<file path="src/arc_pkg.sv">
// shared constants, types and register map of the result computation block
// Contract
// add or subtract sample, flag overflow
// count each accumulated sample, repeat target
// clear command zeroes accumulator, flag, counter
// clearing finishes within five converter clocks
// filtered result is accumulator shifted right
// basic mode: no accumulation, still compare
// accumulate mode: add, shift, compare each
// accumulator and filtered value right-justified
// average mode compares once count reaches target
// burst mode retriggers until count reaches target
// low-pass mode filters, compares after target
// six error formulas chosen by select
// error sets upper and lower flags
// eight threshold conditions set threshold flag
// threshold comparisons are signed
// overflow forces threshold flag
// continuous mode keeps go set, retriggers
// stop-on-flag clears go bit
// double sampling needs two conversions
// first half sets flag, no error
// second half moves previous, computes error
// double sampling accumulates the difference
// sample counter saturates at ff
// average mode clears accumulator after tested set
// burst mode clears accumulator at each trigger
// low-pass keeps testing after target reached
package arc_pkg;
	// data widths
	localparam int ACC_W = 18;
	localparam int RES_W = 12;
	localparam int DAT_W = 16;
	localparam int ERR_W = 17;
	localparam logic [ACC_W-1:0] ACC_MAX = 18'h3ffff;
	localparam logic [7:0] CNT_MAX = 8'hff;
	// register byte offsets
	localparam logic [7:0] OFF_CTRL = 8'h00;
	localparam logic [7:0] OFF_STAT = 8'h04;
	localparam logic [7:0] OFF_RPT = 8'h08;
	localparam logic [7:0] OFF_CNT = 8'h0c;
	localparam logic [7:0] OFF_ACC = 8'h10;
	localparam logic [7:0] OFF_FLT = 8'h14;
	localparam logic [7:0] OFF_ERR = 8'h18;
	localparam logic [7:0] OFF_STPT = 8'h1c;
	localparam logic [7:0] OFF_UTH = 8'h20;
	localparam logic [7:0] OFF_LTH = 8'h24;
	localparam logic [7:0] OFF_RES = 8'h28;
	localparam logic [7:0] OFF_PREV = 8'h2c;
	// control register bits and field lsbs
	localparam int CB_GO = 0;
	localparam int CB_AUTO_RETRIGGER_ENABLE = 1;
	localparam int CB_SOI = 2;
	localparam int CB_DOUBLE_SAMPLE_ENABLE = 3;
	localparam int CB_CLR = 4;
	localparam int CB_PREVIOUS_SOURCE_SELECT = 5;
	localparam int CF_MD = 8;
	localparam int CF_CRS = 12;
	localparam int CF_ERROR_FORMULA_SELECT = 16;
	localparam int CF_TMD = 20;
	// status register bits
	localparam int SB_AOV = 0;
	localparam int SB_UPPER_COMPARE_FLAG = 1;
	localparam int SB_LOWER_COMPARE_FLAG = 2;
	localparam int SB_FIRST_HALF_DONE_FLAG = 3;
	localparam int SB_TIF = 4;
	// accumulator clear duration
	localparam int CLK_NS = 10;
	localparam int CLR_TIME_NS = 30;
	localparam int CLR_CYC = (CLR_TIME_NS + CLK_NS - 1) / CLK_NS;
	localparam logic [2:0] CLR_LOAD = 3'(CLR_CYC - 1);
	// computation modes
	typedef enum logic [2:0] {
		MD_BASIC = 3'b000,
		MD_ACCUM = 3'b001,
		MD_AVG = 3'b010,
		MD_BURST = 3'b011,
		MD_LPF = 3'b100
	} arc_mode_t;
	// error formulas
	typedef enum logic [2:0] {
		ERROR_FORMULA_SELECT_SDIFF = 3'b000,
		ERROR_FORMULA_SELECT_CVD = 3'b001,
		ERROR_FORMULA_SELECT_RSTP = 3'b010,
		ERROR_FORMULA_SELECT_RFLT = 3'b011,
		ERROR_FORMULA_SELECT_FDIFF = 3'b100,
		ERROR_FORMULA_SELECT_FSTP = 3'b101
	} arc_error_formula_select_t;
	// conversion sequencer states
	typedef enum logic [1:0] {
		ST_IDLE = 2'b00,
		ST_START = 2'b01,
		ST_WAIT = 2'b10
	} arc_state_t;
	// result delivered by the conversion core
	typedef struct packed {
		logic done;
		logic [RES_W-1:0] data;
	} arc_conv_t;
endpackage

</file>
<file path="src/arc_core.sv">
// result computation unit: accumulator, filter, error and threshold test
//
// Local design decisions: the APB register port and the register offsets.
`timescale 1ns/10ps
module arc_core (
	// clock and reset
	input wire logic clk,
	input wire logic reset_n,
	// apb slave
	input wire logic psel,
	input wire logic penable,
	input wire logic pwrite,
	input wire logic [7:0] paddr,
	input wire logic [31:0] pwdata,
	output logic [31:0] prdata,
	output logic pready,
	output logic pslverr,
	// conversion core
	input arc_pkg::arc_conv_t conv,
	output logic convStart,
	output logic convGo,
	// threshold flag level
	output logic thresholdIrqFlag
);
	// go and the clear command are also written by hardware, so the
	// software write and the hardware updates meet in one next-value
	// process and the word keeps a single driver
	// layout: go, continuous, stop-on-flag, double sample, clear,
	// previous source, then mode, shift, formula and threshold mode
	// software control word
	logic [31:0] ctrl_r;
	logic [31:0] ctrl_nxt;
	// user registers
	logic [7:0] repeatTarget_r;
	logic [15:0] setpointValue_r;
	logic [15:0] upperThreshold_r;
	logic [15:0] lowerThreshold_r;
	// computed state
	logic [arc_pkg::ACC_W-1:0] accumulatorValue_r;
	logic [7:0] sampleCounter_r;
	logic accumOverflowFlag_r;
	logic [arc_pkg::DAT_W-1:0] filteredResult_r;
	logic [arc_pkg::ERR_W-1:0] errorValue_r;
	logic [arc_pkg::RES_W-1:0] conversionResult_r;
	logic [arc_pkg::DAT_W-1:0] previousResult_r;
	logic [arc_pkg::RES_W-1:0] firstSample_r;
	logic firstHalfDoneFlag_r;
	logic upperCompareFlag_r;
	logic lowerCompareFlag_r;
	logic tif_r;
	logic burstRun_r;
	logic [2:0] clrCnt_r;
	arc_pkg::arc_state_t state_r;
	arc_pkg::arc_state_t state_nxt;

	// control fields
	wire goBit = ctrl_r[arc_pkg::CB_GO];
	wire autoRetriggerEnable = ctrl_r[arc_pkg::CB_AUTO_RETRIGGER_ENABLE];
	wire stopOnIrq = ctrl_r[arc_pkg::CB_SOI];
	wire doubleSampleEnable = ctrl_r[arc_pkg::CB_DOUBLE_SAMPLE_ENABLE];
	wire accumClearCmd = ctrl_r[arc_pkg::CB_CLR];
	wire previousSourceSelect = ctrl_r[arc_pkg::CB_PREVIOUS_SOURCE_SELECT];
	wire [2:0] computeModeSelect = ctrl_r[arc_pkg::CF_MD +: 3];
	wire [2:0] shiftAmount = ctrl_r[arc_pkg::CF_CRS +: 3];
	wire [2:0] errorFormulaSelect = ctrl_r[arc_pkg::CF_ERROR_FORMULA_SELECT +: 3];
	wire [2:0] thresholdModeSelect = ctrl_r[arc_pkg::CF_TMD +: 3];

	// mode decode
	wire modeBasic = computeModeSelect == arc_pkg::MD_BASIC;
	wire modeAvg = computeModeSelect == arc_pkg::MD_AVG;
	wire modeBurst = computeModeSelect == arc_pkg::MD_BURST;
	wire modeLpf = computeModeSelect == arc_pkg::MD_LPF;
	wire modeAccum = computeModeSelect == arc_pkg::MD_ACCUM;
	// an illegal mode code behaves like basic: no accumulation
	wire modeSums = modeAccum | modeAvg | modeBurst | modeLpf;

	// apb decode
	wire apbSetup = psel & ~penable;
	wire apbAccess = psel & penable;
	wire apbWrite = apbAccess & pwrite;
	wire selCtrl = paddr == arc_pkg::OFF_CTRL;
	wire selStat = paddr == arc_pkg::OFF_STAT;
	wire selRpt = paddr == arc_pkg::OFF_RPT;
	wire selCnt = paddr == arc_pkg::OFF_CNT;
	wire selAcc = paddr == arc_pkg::OFF_ACC;
	wire selFlt = paddr == arc_pkg::OFF_FLT;
	wire selErr = paddr == arc_pkg::OFF_ERR;
	wire selStpt = paddr == arc_pkg::OFF_STPT;
	wire selUth = paddr == arc_pkg::OFF_UTH;
	wire selLth = paddr == arc_pkg::OFF_LTH;
	wire selRes = paddr == arc_pkg::OFF_RES;
	wire selPrev = paddr == arc_pkg::OFF_PREV;
	wire addrHit = selCtrl | selStat | selRpt | selCnt | selAcc | selFlt | selErr |
		selStpt | selUth | selLth | selRes | selPrev;
	wire wrCtrl = apbWrite & selCtrl;
	wire wrStat = apbWrite & selStat;

	// clear sequencing: the count runs while the command bit stands
	wire clearing = accumClearCmd;
	wire clearLast = clearing & (clrCnt_r == '0);

	// conversion completion and double-sample phase
	wire doneEv = conv.done & (state_r == arc_pkg::ST_WAIT);
	wire firstHalf = doubleSampleEnable & ~firstHalfDoneFlag_r;
	wire processEv = doneEv & ~firstHalf;
	wire accumEv = processEv & modeSums;

	// the accumulator path works in 20 signed bits: two guard bits
	// above the 18-bit accumulator let a carry out show as overflow
	// and a negative double-sample difference stay negative; only the
	// low 18 bits are kept, so the stored sum wraps after an overflow
	// and software must check the overflow flag before trusting it
	// accumulated sample: plain result, or second minus first
	wire signed [13:0] sampleVal = doubleSampleEnable ?
		$signed({2'b00, conv.data}) - $signed({2'b00, firstSample_r}) :
		$signed({2'b00, conv.data});
	wire signed [19:0] sampleExt = 20'(sampleVal);
	wire signed [19:0] accExt = $signed({2'b00, accumulatorValue_r});
	wire [arc_pkg::ACC_W-1:0] accShifted = accumulatorValue_r >> shiftAmount;
	// low-pass feeds back acc minus acc/2^shift, others plain sum
	wire signed [19:0] lpfBase = accExt - $signed({2'b00, accShifted});
	wire signed [19:0] sumVal = (modeLpf ? lpfBase : accExt) + sampleExt;
	wire sumOver = ~sumVal[19] & sumVal[18];
	wire [arc_pkg::ACC_W-1:0] accNew = sumVal[arc_pkg::ACC_W-1:0];
	wire [arc_pkg::ACC_W-1:0] accNewShift = accNew >> shiftAmount;
	// right-justified whatever the result format elsewhere
	wire [arc_pkg::DAT_W-1:0] fltNew = accNewShift[arc_pkg::DAT_W-1:0];
	wire [arc_pkg::DAT_W-1:0] fltUse = accumEv ? fltNew : filteredResult_r;
	wire [7:0] cntNew = (sampleCounter_r == arc_pkg::CNT_MAX) ?
		sampleCounter_r : sampleCounter_r + 8'h01;
	wire [7:0] cntUse = accumEv ? cntNew : sampleCounter_r;
	wire aovUse = accumOverflowFlag_r | (accumEv & sumOver);

	// previous value: first conversion, last result, or filtered value
	wire [arc_pkg::DAT_W-1:0] prevNew = previousSourceSelect ? filteredResult_r :
		doubleSampleEnable ? {4'h0, firstSample_r} : {4'h0, conversionResult_r};

	// setpoint and thresholds are signed 16-bit words, sign-extended
	// to 17 bits; results and filtered values are unsigned and get a
	// zero top bit; a large filtered value minus a very negative
	// setpoint can still wrap, so keep the shift suited to the count
	// error operands, all signed 17 bits
	wire signed [arc_pkg::ERR_W-1:0] resOp = $signed({5'h00, conv.data});
	wire signed [arc_pkg::ERR_W-1:0] prevOp = $signed({1'b0, prevNew});
	wire signed [arc_pkg::ERR_W-1:0] fltOp = $signed({1'b0, fltUse});
	wire signed [arc_pkg::ERR_W-1:0] stpOp = $signed({setpointValue_r[15], setpointValue_r});
	wire signed [arc_pkg::ERR_W-1:0] uthOp = $signed({upperThreshold_r[15], upperThreshold_r});
	wire signed [arc_pkg::ERR_W-1:0] lthOp = $signed({lowerThreshold_r[15], lowerThreshold_r});
	logic signed [arc_pkg::ERR_W-1:0] errNew;

	// formula select
	always_comb begin
		unique case (errorFormulaSelect)
			arc_pkg::ERROR_FORMULA_SELECT_SDIFF: errNew = resOp - prevOp;
			arc_pkg::ERROR_FORMULA_SELECT_CVD: errNew = resOp - prevOp;
			arc_pkg::ERROR_FORMULA_SELECT_RSTP: errNew = resOp - stpOp;
			arc_pkg::ERROR_FORMULA_SELECT_RFLT: errNew = resOp - fltOp;
			arc_pkg::ERROR_FORMULA_SELECT_FDIFF: errNew = fltOp - prevOp;
			arc_pkg::ERROR_FORMULA_SELECT_FSTP: errNew = fltOp - stpOp;
			// unused codes give a zero error
			default: errNew = '0;
		endcase
	end

	// signed comparisons against both thresholds
	wire aboveUpper = errNew > uthOp;
	wire belowLower = errNew < lthOp;
	logic condMet;

	// threshold mode select
	always_comb begin
		unique case (thresholdModeSelect)
			3'b000: condMet = 1'b0;
			3'b001: condMet = belowLower;
			3'b010: condMet = ~belowLower;
			3'b011: condMet = ~belowLower & ~aboveUpper;
			3'b100: condMet = belowLower | aboveUpper;
			3'b101: condMet = ~aboveUpper;
			3'b110: condMet = aboveUpper;
			3'b111: condMet = 1'b1;
		endcase
	end

	// test gating: every sample in basic/accumulate, else after target
	wire countReached = cntUse >= repeatTarget_r;
	wire testEn = processEv & ((modeBasic | modeAccum | ~modeSums) | countReached);
	// overflow forces the flag so handlers can judge the result
	wire tifSet = testEn & (condMet | aovUse);

	// retrigger after an update: continuous, or burst short of target except after a first half
	wire burstMore = modeBurst & (cntUse < repeatTarget_r);
	wire retrig = autoRetriggerEnable | (burstMore & ~firstHalf);
	wire soiStop = stopOnIrq & tifSet;
	wire goAfter = retrig & ~soiStop;

	// pre-clear at conversion start: finished average set, new burst
	wire startEv = state_r == arc_pkg::ST_START;
	wire avgClr = modeAvg & (sampleCounter_r >= repeatTarget_r);
	wire burstClr = modeBurst & ~burstRun_r;
	wire preClr = startEv & ~firstHalfDoneFlag_r & (avgClr | burstClr);

	// at the end of a conversion hardware decides whether go stays
	// set, and that decision wins over a software write in the same
	// cycle, so a trigger written right at a result may be lost;
	// the trade keeps retrigger and stop-on-flag free of races
	// control word: software write, then hardware go/clear updates
	always_comb begin
		ctrl_nxt = ctrl_r;
		if (wrCtrl) begin
			ctrl_nxt = pwdata;
		end
		if (doneEv) begin
			// hardware owns go at the end of a conversion
			ctrl_nxt[arc_pkg::CB_GO] = goAfter;
		end
		if (clearLast & ~(wrCtrl & pwdata[arc_pkg::CB_CLR])) begin
			// a new write of the command bit wins over completion
			ctrl_nxt[arc_pkg::CB_CLR] = 1'b0;
		end
	end

	// one conversion in flight at most: idle waits for go, start lasts
	// a single cycle and raises the start pulse, and wait ignores
	// everything until the core reports a result
	// sequencer next state
	always_comb begin
		state_nxt = state_r;
		unique case (state_r)
			arc_pkg::ST_IDLE: begin
				// hold off while a clear is in progress
				if (goBit & ~clearing) begin
					state_nxt = arc_pkg::ST_START;
				end
			end
			arc_pkg::ST_START: state_nxt = arc_pkg::ST_WAIT;
			arc_pkg::ST_WAIT: begin
				if (conv.done) begin
					state_nxt = arc_pkg::ST_IDLE;
				end
			end
			default: state_nxt = arc_pkg::ST_IDLE;
		endcase
	end

	// control, sequencer and clear counter
	always_ff @(posedge clk or negedge reset_n) begin
		if (!reset_n) begin
			ctrl_r <= '0;
			state_r <= arc_pkg::ST_IDLE;
			clrCnt_r <= arc_pkg::CLR_LOAD;
		end else begin
			ctrl_r <= ctrl_nxt;
			state_r <= state_nxt;
			// count down while clearing, reload otherwise
			clrCnt_r <= (clearing & ~clearLast) ? clrCnt_r - 3'h1 : arc_pkg::CLR_LOAD;
		end
	end

	// repeat target, setpoint and thresholds are plain software
	// registers; a change in mid-set takes effect at the next test
	// user setting registers
	always_ff @(posedge clk or negedge reset_n) begin
		if (!reset_n) begin
			repeatTarget_r <= '0;
			setpointValue_r <= '0;
			upperThreshold_r <= '0;
			lowerThreshold_r <= '0;
		end else if (apbWrite) begin
			if (selRpt) repeatTarget_r <= pwdata[7:0];
			if (selStpt) setpointValue_r <= pwdata[15:0];
			if (selUth) upperThreshold_r <= pwdata[15:0];
			if (selLth) lowerThreshold_r <= pwdata[15:0];
		end
	end

	// accumulator, counter and overflow; clear has priority
	always_ff @(posedge clk or negedge reset_n) begin
		if (!reset_n) begin
			accumulatorValue_r <= '0;
			sampleCounter_r <= '0;
			accumOverflowFlag_r <= 1'b0;
			filteredResult_r <= '0;
		end else if (clearLast | preClr) begin
			accumulatorValue_r <= '0;
			sampleCounter_r <= '0;
			accumOverflowFlag_r <= 1'b0;
		end else if (accumEv) begin
			accumulatorValue_r <= accNew;
			sampleCounter_r <= cntNew;
			accumOverflowFlag_r <= aovUse;
			filteredResult_r <= fltNew;
		end
	end

	// result, previous, first sample and double-sample phase
	always_ff @(posedge clk or negedge reset_n) begin
		if (!reset_n) begin
			conversionResult_r <= '0;
			previousResult_r <= '0;
			firstSample_r <= '0;
			firstHalfDoneFlag_r <= 1'b0;
			burstRun_r <= 1'b0;
		end else if (doneEv & firstHalf) begin
			// first of a pair: hold it, no error or flag yet
			firstSample_r <= conv.data;
			firstHalfDoneFlag_r <= 1'b1;
		end else if (processEv) begin
			previousResult_r <= prevNew;
			conversionResult_r <= conv.data;
			firstHalfDoneFlag_r <= 1'b0;
			burstRun_r <= burstMore & goAfter;
		end
	end

	// error value and comparison flags, updated on each test
	always_ff @(posedge clk or negedge reset_n) begin
		if (!reset_n) begin
			errorValue_r <= '0;
			upperCompareFlag_r <= 1'b0;
			lowerCompareFlag_r <= 1'b0;
		end else if (testEn) begin
			errorValue_r <= errNew;
			upperCompareFlag_r <= aboveUpper;
			lowerCompareFlag_r <= belowLower;
		end
	end

	// the flag stays set until software writes a one to it; a test
	// that sets it in the same cycle wins, so no event is lost
	// sticky threshold flag: write one clears, a new set wins
	always_ff @(posedge clk or negedge reset_n) begin
		if (!reset_n) begin
			tif_r <= 1'b0;
		end else if (tifSet) begin
			tif_r <= 1'b1;
		end else if (wrStat & pwdata[arc_pkg::SB_TIF]) begin
			tif_r <= 1'b0;
		end
	end

	// unused high bits read zero except in the control word, which reads back as written; the error value is the only register
	// sign-extended to the full word, setpoint and thresholds read zero-filled
	// read data assembly
	wire [31:0] statWord = {27'h0, tif_r, firstHalfDoneFlag_r, lowerCompareFlag_r,
		upperCompareFlag_r, accumOverflowFlag_r};
	wire [31:0] rdMux =
		selCtrl ? ctrl_r :
		selStat ? statWord :
		selRpt ? {24'h0, repeatTarget_r} :
		selCnt ? {24'h0, sampleCounter_r} :
		selAcc ? {14'h0, accumulatorValue_r} :
		selFlt ? {16'h0, filteredResult_r} :
		selErr ? {{15{errorValue_r[16]}}, errorValue_r} :
		selStpt ? {16'h0, setpointValue_r} :
		selUth ? {16'h0, upperThreshold_r} :
		selLth ? {16'h0, lowerThreshold_r} :
		selRes ? {20'h0, conversionResult_r} :
		selPrev ? {16'h0, previousResult_r} : 32'h0;

	// capturing at setup keeps the read path off the access cycle;
	// the cost is that a value changing in the access cycle itself
	// is seen only by the next read
	// read data captured in the setup cycle; zero-wait access
	always_ff @(posedge clk or negedge reset_n) begin
		if (!reset_n) begin
			prdata <= '0;
		end else if (apbSetup & ~pwrite) begin
			prdata <= rdMux;
		end
	end

	// outputs
	assign pready = 1'b1;
	assign pslverr = apbAccess & ~addrHit;
	assign convStart = startEv;
	assign convGo = goBit;
	assign thresholdIrqFlag = tif_r;
endmodule

</file>
<file path="config.mk">
export PLATFORM = sky130hd
export DESIGN_NAME = arc_core
export DESIGN_NICKNAME = d
export VERILOG_FILES = /design/src/arc_pkg.sv /design/src/arc_core.sv
export SDC_FILE = /design/constraint.sdc
export NUM_CORES = 1
export LEC_CHECK = 0
export CAP_MARGIN = 20
export CORE_MARGIN = 2
export CORE_UTILIZATION = 45
export CTS_CLUSTER_DIAMETER = 30
export CTS_CLUSTER_SIZE = 10
export DETAILED_ROUTE_END_ITERATION = 7
export DONT_BUFFER_PORTS = 1
export PLACE_DENSITY_LB_ADDON = 0.15
export SYNTH_ARGS = -nofsm -noshare
export SYNTH_HDL_FRONTEND = slang
export SYNTH_SLANG_ARGS = --single-unit
</file>
<file path="constraint.sdc">
create_clock -name clk -period 26.1 [get_ports clk]
set_clock_uncertainty 0.2 [all_clocks]
set_input_delay 1.305 -clock clk [delete_from_list [all_inputs] [get_ports clk]]
set_output_delay 1.305 -clock clk [all_outputs]
set_load 0.1 [all_outputs]
</file>
==> qor.yml, run 1 <==
run_status: "complete, no violations"
yosysSeqAreaShare: 0.318
worst-slew-pin-transition_ns: 1.18
drv_cap: 0
clock_tree.root_cell: "clkbuf_16"
finalHoldViolCount: 0
cts_inserted_buffers: 57
synth.lib_cells_used.distinct: 98
grt_remaining_overflow: 0
fp.dieW_um: 205
most-common-layout-cells: "nand2_1 (241), dfrtp_1 (228), nor2_1 (177)"
antenna_found_initial: 1
grt_pass1_vias: 15700
floorplan.initialDensity: 0.456
async_reset_ff_frac: 1.00
detail_route.iter0.violations: 1642
setup_viol_count_final: 0
irDropWorstVdd_mv: 0.0562
netlist_instances: 2094
timing.critical_path.slowest_stage_cell: "clkinv_1"
maximum_number_of_pins_on_one_net_before_global_route_repair: 231
path_clk_slew_ns: 0.05
rsz0062_at_grt: "no"
finalWeightedCongestion: 0.936
dpl.hpwl_um: 47400
htree_num_levels: 2
post_cts_resize_count: 0
critical_path_s_most_frequent_cell: "o21ai_0"
fin_total_pwr_mw: 1.51
delay_contributed_by_the_slowest_stage_of_the_critical_path_ns: 0.74
detail_route.drc_violations: 0
slew_headroom: 0.216
arrival_ns: 12.00
reg_to_reg_start: "ctrl_r[13]"
detailed_place.area_um2: 18600
grt.total_usage: 0.301
vias_per_cell: 6.16
critPathTopFamily: "compound AO/OA/AOI/OAI gates"
core_area_um2: 39700
insertion_delay_ns: 0.61
cts_num_sinks: 230
portBuffers: 0
post_synth_instance_area_um2: 18100
fmax_mhz: 85.1
synth_fp_nets: 2304
cts.path.max_buffers: 3
fp.dieH_um: 205
postSynthRegisterBits: 230
total_leakage_power_nw: 9.03
timing.critical_path.from: "ctrl_r[13]"
syn-mean-instance-area_um2: 8.65
ys_dominant_reg_cell: "dfrtp_1"
design.die.area_um2: 41900
post_cts_buffers: 0
clock_tree_from_tritoncts: "built"
route.final.wire_length_um: 62800
tns_ns: 0
critical_path_required_ns: 26.35
worstHoldPathType: "in2async"
drtAntennaViolNets: 0
power_per_cell_area_nw_per_um2: 73.5
ys.warnings.count: 0
final_design_area_no_fill_um2: 20500
timing.critical_path.to_type: "register"
worst-path-buf-inv: 1
layout.nets: 2286
hold_buffers: 0
startpoint_class_of_the_critical_path: "register"
placementRows: 73
num-fill-cells: 3732
syn_to_final_growth_pct: 13.2
num_vias: 16300
maxSlewViolCount: 0
drt_first_pass_iters: 6
grt_pass1_wl_um: 95700
final_layout_size_suffix_gt1_frac: 0.137
finalCritPeriodShare: 0.450
setup.worst_path.class: "reg2reg"
layout_commonest_cell: "nand2_1"
synth-edff-count: 0
ioPinCount: 95
crit_path_max_fanout: 26
wire_per_inst_um: 23.7
period_needed_ns: 11.75
## cell type report
cell class / count / area (µm²) / area share
clock inverter: 31 / 367 / 0.0179
inverter: 111 / 417 / 0.0203
antenna: 1 / 2.50 / 0.000122
tap: 525 / 657 / 0.0320
timing repair buffer: 24 / 180 / 0.00878
sequential: 230 / 5760 / 0.281
multi-input combinational: 1652 / 11600 / 0.564
clock buffer: 74 / 1570 / 0.0765
## sequential cells by signal, summed over array words and instances (netlist names)
| name | flops |
|---|---|
| accumOverflowFlag_r | 1 |
| accumulatorValue_r | 18 |
| burstRun_r | 1 |
| clrCnt_r | 3 |
| conversionResult_r | 12 |
| ctrl_r | 32 |
| errorValue_r | 17 |
| filteredResult_r | 16 |
| firstHalfDoneFlag_r | 1 |
| firstSample_r | 12 |
| lowerCompareFlag_r | 1 |
| lowerThreshold_r | 16 |
| prdata | 32 |
| previousResult_r | 16 |
| repeatTarget_r | 8 |
| sampleCounter_r | 8 |
| setpointValue_r | 16 |
| state_r | 2 |
| thresholdIrqFlag | 1 |
| upperCompareFlag_r | 1 |
| upperThreshold_r | 16 |
## logic make-up after synthesis
family | share of synthesized area
XOR/XNOR | 0.0357
other | 0.000207
flip-flops | 0.318
AND/OR/NAND/NOR | 0.157
buffers and inverters | 0.0456
multiplexers | 0.110
AO/OA/AOI/OAI | 0.227
adder cells (fa/ha/maj) | 0.107
## worst reg2reg max path, delay by kind of cell, from the launching register on
kind	cells	cell delay, ns
AOI/OAI and AO/OA	27	6.44
adders and majority gates	5	1.67
and+or+nand+nor	10	1.53
buffers and inverters	1	0.74
muxes	2	0.50
DFF	1	0.34
xor gates and xnor gates	2	0.22
## worst paths after layout
check | end | slack [ns] | depth (start not counted)
worst max-delay path | burstRun_r | 14.35 | 47
worst min-delay path | setpointValue_r[14] | 0.20 | 0
worst max register to register | burstRun_r | 14.35 | 47
worst min register to register | clrCnt_r[0] | 0.23 | 1
max in group asynchronous | ctrl_r[12] | 25.03 | 0
min in group clk | clrCnt_r[0] | 0.23 | 1
## through the flow
| stage | setup WS [ns] | hold slack (ns) | cells | util |
|---|---|---|---|---|
| 2_1_floorplan | 15.53 | 0.203 | 2094 | - |
| 3_3_place_gp | 14.78 | 0.216 | 2542 | 0.468 |
| 6_report | 14.35 | 0.203 | 2648 | 0.516 |
| 4_1_cts | 14.50 | 0.177 | 2647 | 0.516 |
| 5_1_grt | 13.61 | 0.181 | 2647 | 0.516 |
| 3_5_place_dp | 14.40 | 0.234 | 2542 | 0.468 |
## cell usage after synthesis, types with 7 or more instances
cell type / n / area, µm²
a22oi_1: 9 / 67.6
o21ai_0: 167 / 836
dfrtp_1: 229 / 5730
a221oi_1: 30 / 263
o21bai_1: 9 / 67.6
nor3_1: 29 / 145
o31a_1: 9 / 78.8
a31oi_1: 22 / 138
o2111ai_1: 8 / 70.1
a222oi_1: 7 / 70.1
inv_1: 109 / 409
xor2_1: 18 / 158
o21a_1: 16 / 120
nand3_1: 35 / 175
o31ai_1: 9 / 67.6
a21o_1: 39 / 293
mux2_2: 112 / 1260
ha_1: 146 / 1830
nand2_1: 242 / 908
nand4_1: 15 / 93.8
a21oi_1: 170 / 851
a221o_1: 10 / 100
o211ai_1: 8 / 60.1
a211oi_1: 25 / 188
or3_1: 17 / 106
clkbuf_1: 79 / 297
nand2b_1: 23 / 144
buf_1: 14 / 52.6
and3_1: 10 / 62.6
nor2b_1: 30 / 188
mux2i_1: 61 / 611
xnor2_1: 54 / 473
or2_2: 7 / 43.8
nor2_1: 179 / 672
## report_power, final
part           switching [mW]  internal, mW  total (mW)
Sequential             0.0919         0.388       0.480
Clock                   0.233         0.473       0.706
Combinational           0.188         0.135       0.323
Total                   0.513         0.996        1.51
## metal layers
layer  up-vias  track usage  share of wire
li1       7594            -              -
met1      7955        0.413           0.44
met2       653        0.461           0.43
met3       114       0.0695          0.087
met4         0        0.111          0.038
met5         -            0              0
No activity file was read; power rests on OpenSTA's default activity.
==> run 2: changes to the inputs <==
==> constraint.sdc (replaced) <==
create_clock -name clk -period 11.7 [get_ports clk]
set_clock_uncertainty 0.2 [all_clocks]
set_input_delay 0.585 -clock clk [delete_from_list [all_inputs] [get_ports clk]]
set_output_delay 0.585 -clock clk [all_outputs]
set_load 0.1 [all_outputs]
==> run 2 against run 1 <==
  * Sequential share of layout area is 1.4 points lower
  * Hold slack worse by 0.16 ns
  * Register-to-register slack worse by 14 ns
  * Design area is 5.2% higher
  * Sequential power is 130% higher
  * Flip-flop and latch count stayed put
  * Clock power grew to 2.8 times the previous value
  * Critical endpoint unchanged
==> qor.yml, run 2 (synthesis gave the netlist of run 1 again) <==
floorplan.initialDensity: 0.456
dpl.hpwl_um: 48600
worstHoldPathType: "in2reg"
reg_to_reg_start: "ctrl_r[12]"
total_leakage_power_nw: 9.52
fp.dieH_um: 205
most-common-layout-cells: "nand2_1 (241), dfrtp_1 (228), nor2_1 (177)"
placed_cells_incl_taps: 2543
detail_route.iter0.violations: 1919
grt_remaining_overflow: 0
cts_num_sinks: 230
clock_tree_from_tritoncts: "built"
maxSlewViolCount: 0
fmax_mhz: 91.9
irDropWorstVdd_mv: 0.100
timing.critical_path.from: "ctrl_r[12]"
detail_route.drc_violations: 0
maximum_number_of_pins_on_one_net_before_global_route_repair: 231
hold_path_startpoint: "pwdata[0]"
biggestRegsByFlops: "ctrl_r (32), prdata (32), accumulatorValue_r (18)"
critical_path_required_ns: 11.95
timing.critical_path.slowest_stage_cell: "dfrtp_4"
ioPinCount: 95
slew_headroom: 0.103
finalCritPeriodShare: 0.930
critical_path_s_most_frequent_cell: "a21oi_1"
cts_inserted_buffers: 70
wire_per_inst_um: 24.1
fin_total_pwr_mw: 3.80
num_vias: 16600
layout_commonest_cell: "nand2_1"
insertion_delay_ns: 0.60
finalWeightedCongestion: 0.952
dr_wl_met2_um: 27400
vias_per_cell: 6.10
rsz0062_at_grt: "no"
detailed_place.area_um2: 18600
setup.worst_path.class: "reg2reg"
tns_ns: 0
layout.nets: 2348
worst-slew-pin-transition_ns: 1.35
antenna_found_initial: 5
drv_cap: 0
final_design_area_no_fill_um2: 21600
grt_pass1_wl_um: 99700
power_per_cell_area_nw_per_um2: 176
delay_contributed_by_the_slowest_stage_of_the_critical_path_ns: 0.64
period_needed_ns: 10.88
path_clk_slew_ns: 0.04
syn_to_final_growth_pct: 19.1
placementRows: 73
htree_num_levels: 3
topRoutingLayerUsed: "met4"
timing.critical_path.to_type: "register"
wl_met1_um: 28700
post_cts_buffers: 0
clock_tree.root_cell: "clkbuf_16"
setup_viol_count_final: 0
routed-wl-met3_um: 6950
run_status: "complete, no violations"
drt_first_pass_iters: 6
arrival_ns: 11.14
final_layout_size_suffix_gt1_frac: 0.141
postLayoutSetupSlackWorst_ns: 0.818
route.final.wire_length_um: 65600
fp.dieW_um: 205
finalHoldViolCount: 0
cts.path.max_buffers: 3
dp_slack_ns: 0.869
startpoint_class_of_the_critical_path: "register"
fin_cells: 2722
drtAntennaViolNets: 0
core_area_um2: 39700
grt_pass1_vias: 16000
rrSetupSlack_ns: 0.82
crit_path_max_fanout: 27
grt.total_usage: 0.317
design.die.area_um2: 41900
portBuffers: 0
-- run 2: changes by cell type in the layout (fill, tap and decap cells not counted), moves of 2 or more --
| cell | before | now |
|---|---|---|
| clkinv_4 | 8 | 0 |
| clkbuf_16 | 57 | 70 |
| dlygate4sd3_1 | 0 | 46 |
| clkbuf_1 | 9 | 14 |
| diode_2 | 1 | 4 |
| inv_6 | 4 | 1 |
| clkinv_8 | 1 | 3 |
| clkbuf_8 | 8 | 16 |
| clkinv_16 | 1 | 3 |
| bufinv_16 | 5 | 8 |
-- run 2: cell type report --
class / count / area (µm²)
Inverter: 111 / 417
Clock inverter: 27 / 453
Clock buffer: 100 / 2020
Tap cell: 525 / 657
Timing Repair Buffer: 73 / 688
Multi-Input combinational cell: 1652 / 11600
Fill cell: 3652 / 18100
Antenna cell: 4 / 10.0
Sequential cell: 230 / 5760
-- run 2: timing repair --
item                       in CTS  in global routing
hold buffers                   47                  0
gates resized for setup         0                  2
hold endpoints to repair      336                  0
setup endpoints to repair       0                  2
-- run 2: critical path, delay by kind of cell (launching register included) --
| family | cells | cell delay (ns) |
|---|---|---|
| fa+ha+maj | 4 | 1.47 |
| flops | 1 | 0.64 |
| compound gates | 22 | 4.78 |
| simple gates | 9 | 1.78 |
| mux | 4 | 1.68 |
| xor+xnor | 2 | 0.17 |
-- run 2: final timing paths --
kind,endpoint,cells past startpoint
max,burstRun_r,41
min in group asynchronous,prdata[14],2
max reg2reg,burstRun_r,41
max in group asynchronous,ctrl_r[12],2
min reg2reg,clrCnt_r[0],1
min,ctrl_r[0],3
-- run 2: stage by stage --
stage               hold WS, ns   util
global route             0.0642  0.543
CTS                      0.0249  0.542
finish                   0.0458  0.543
global placement         0.0962  0.468
floorplan                0.0894      -
detailed placement       0.0982  0.468
-- run 2: layer usage --
layer	vias to the layer above	GRT usage
li1	7723	-
met1	8004	0.442
met2	760	0.454
met3	117	0.0869
met4	0	0.144
met5	-	0
-- run 2: power by group --
group	switching, mW	total [mW]	internal, mW
combinational	0.451	0.768	0.316
clock	0.576	1.95	1.38
sequential	0.209	1.08	0.867
total	1.24	3.80	2.56
==> run 3: changes to the inputs <==
--- a/config.mk
+++ b/config.mk
@@ -7,7 +7,7 @@
 export LEC_CHECK = 0
 export CAP_MARGIN = 20
 export CORE_MARGIN = 2
-export CORE_UTILIZATION = 45
+export CORE_UTILIZATION = 55
 export CTS_CLUSTER_DIAMETER = 30
 export CTS_CLUSTER_SIZE = 10
 export DETAILED_ROUTE_END_ITERATION = 7
==> run 3 against run 2 <==
  * First-iteration DRC count down 0.94%
  * Count of clock-buffer cells in the layout down 32
  * Combinational power up 1%
  * Power down 6.5%
  * Maximum frequency down 0.74%
  * Largest cell class unchanged
  * Largest power group unchanged
==> qor.yml, run 3 (synthesis gave the netlist of run 1 again) <==
power.share.combinational: 0.219
htree_num_levels: 2
grt_pass1_wl_um: 95100
tns_ns: 0
switching_share: 0.340
cts.path.max_buffers: 3
critPathTopFamily: "compound AO/OA/AOI/OAI gates"
cts_num_sinks: 230
reg_to_reg_start: "ctrl_r[13]"
pwr-share-clk: 0.479
fp.dieW_um: 186
critical_path_required_ns: 11.98
vias_per_cell: 6.45
routed-wl-met3_um: 6340
detail_route.drc_violations: 0
finalCritPeriodShare: 0.937
antenna_found_initial: 4
fp.dieH_um: 186
worstHoldPathType: "in2reg"
num_vias: 16900
setup_viol_count_final: 0
fmax_mhz: 91.2
arrival_ns: 11.24
run_status: "complete, no violations"
slew_headroom: 0.192
core_area_um2: 32500
rsz0062_at_grt: "no"
dr_wl_met2_um: 26500
design.die.area_um2: 34400
wire_per_inst_um: 24.1
biggestRegsByFlops: "ctrl_r (32), prdata (32), accumulatorValue_r (18)"
layout_commonest_cell: "nand2_1"
delay_contributed_by_the_slowest_stage_of_the_critical_path_ns: 0.70
internal_power_mw: 2.34
cts_inserted_buffers: 56
pwr-share-seq: 0.302
finalWeightedCongestion: 1.01
layout.nets: 2336
power_per_cell_area_nw_per_um2: 168
topRoutingLayerUsed: "met4"
dpl.hpwl_um: 45800
clock_tree_from_tritoncts: "built"
syn_to_final_growth_pct: 16.5
final_layout_size_suffix_gt1_frac: 0.138
post_cts_buffers: 0
clock_tree.root_cell: "clkbuf_16"
maximum_number_of_pins_on_one_net_before_global_route_repair: 231
timing.critical_path.slowest_stage_cell: "a2111oi_1"
drtAntennaViolNets: 0
critical_path_s_most_frequent_cell: "o21ai_0"
drv_cap: 0
crit_path_max_fanout: 36
insertion_delay_ns: 0.62
grt_remaining_overflow: 0
grt_pass1_vias: 16100
total_leakage_power_nw: 9.33
setup.worst_path.class: "reg2reg"
hold_path_startpoint: "conv[0]"
maxSlewViolCount: 0
wl_met1_um: 27300
placementRows: 66
most-common-layout-cells: "nand2_1 (242), dfrtp_1 (228), nor2_1 (178)"
fin_cells: 2620
finalHoldViolCount: 0
irDropWorstVdd_mv: 0.132
drt_first_pass_iters: 7
timing.critical_path.from: "ctrl_r[13]"
path_clk_slew_ns: 0.05
worst-slew-pin-transition_ns: 1.21
startpoint_class_of_the_critical_path: "register"
detail_route.iter0.violations: 1901
period_needed_ns: 10.96
worst-path-buf-inv: 3
net-switching-power_mw: 1.21
grt.total_usage: 0.367
placed_cells_incl_taps: 2463
ioPinCount: 95
timing.critical_path.to_type: "register"
floorplan.initialDensity: 0.558
route.final.wire_length_um: 63100
portBuffers: 0
-- run 3: cell types whose count changed in the layout (fill, tap and decap cells not counted), moves of 2 or more --
cell,previous run,this run
buf_4,25,27
inv_6,1,7
clkinvlp_4,2,7
clkinv_2,10,7
clkinv_4,0,4
clkbuf_16,70,56
bufinv_16,8,10
clkinv_8,3,0
clkbuf_8,16,8
clkbuf_1,14,4
-- run 3: metal layers --
layer | GRT usage | vias up
met1 | 0.509 | 8179
met4 | 0.162 | 0
met2 | 0.545 | 890
li1 | - | 7680
met5 | 0 | -
met3 | 0.0837 | 150
-- run 3: metrics by stage --
step | cell area, µm² | total power, mW | setup WS, ns | util | hold WS (ns)
global route | 21100 | 3.69 | 0.0701 | 0.651 | 0.0351
floorplan | 18100 | 1.58 | 1.56 | - | 0.0894
global placement | 18500 | 1.76 | 1.02 | 0.570 | 0.0952
CTS | 21100 | 3.53 | 0.772 | 0.649 | 0.00963
detailed placement | 18500 | 1.78 | 0.809 | 0.570 | 0.0981
finish | 21100 | 3.55 | 0.737 | 0.651 | 0.0364
-- run 3: worst paths after layout --
path / to / slack, ns / cells past startpoint
max in group asynchronous: ctrl_r[12] / 9.77 / 2
max: burstRun_r / 0.74 / 43
min reg2reg: clrCnt_r[0] / 0.26 / 1
min: conversionResult_r[0] / 0.04 / 2
max reg2reg: burstRun_r / 0.74 / 43
min in group asynchronous: lowerThreshold_r[12] / 0.54 / 2
-- run 3: area by class of cell --
class / instances / area (µm²)
antenna: 4 / 10.0
clock buffer: 68 / 1530
clock inverter: 38 / 564
fill: 2658 / 11300
inverter: 111 / 417
multi-input combinational: 1652 / 11600
sequential: 230 / 5760
tap: 442 / 553
timing repair buffer: 75 / 702
-- run 3: power by group through the flow --
stage / logic (mW) / registers (mW) / clock network [mW]
after floorplan: 0.534 / 1.05 / 0
after global placement: 0.687 / 1.08 / 0
after detailed placement: 0.706 / 1.08 / 0
after CTS: 0.752 / 1.07 / 1.71
after global routing: 0.855 / 1.08 / 1.75
final: 0.777 / 1.07 / 1.70
-- run 3: what timing repair did --
action	in CTS	in global routing
gates resized for setup	0	7
setup endpoints to repair	0	2
endpoints found under the hold margin	338	0
hold buffers	47	0
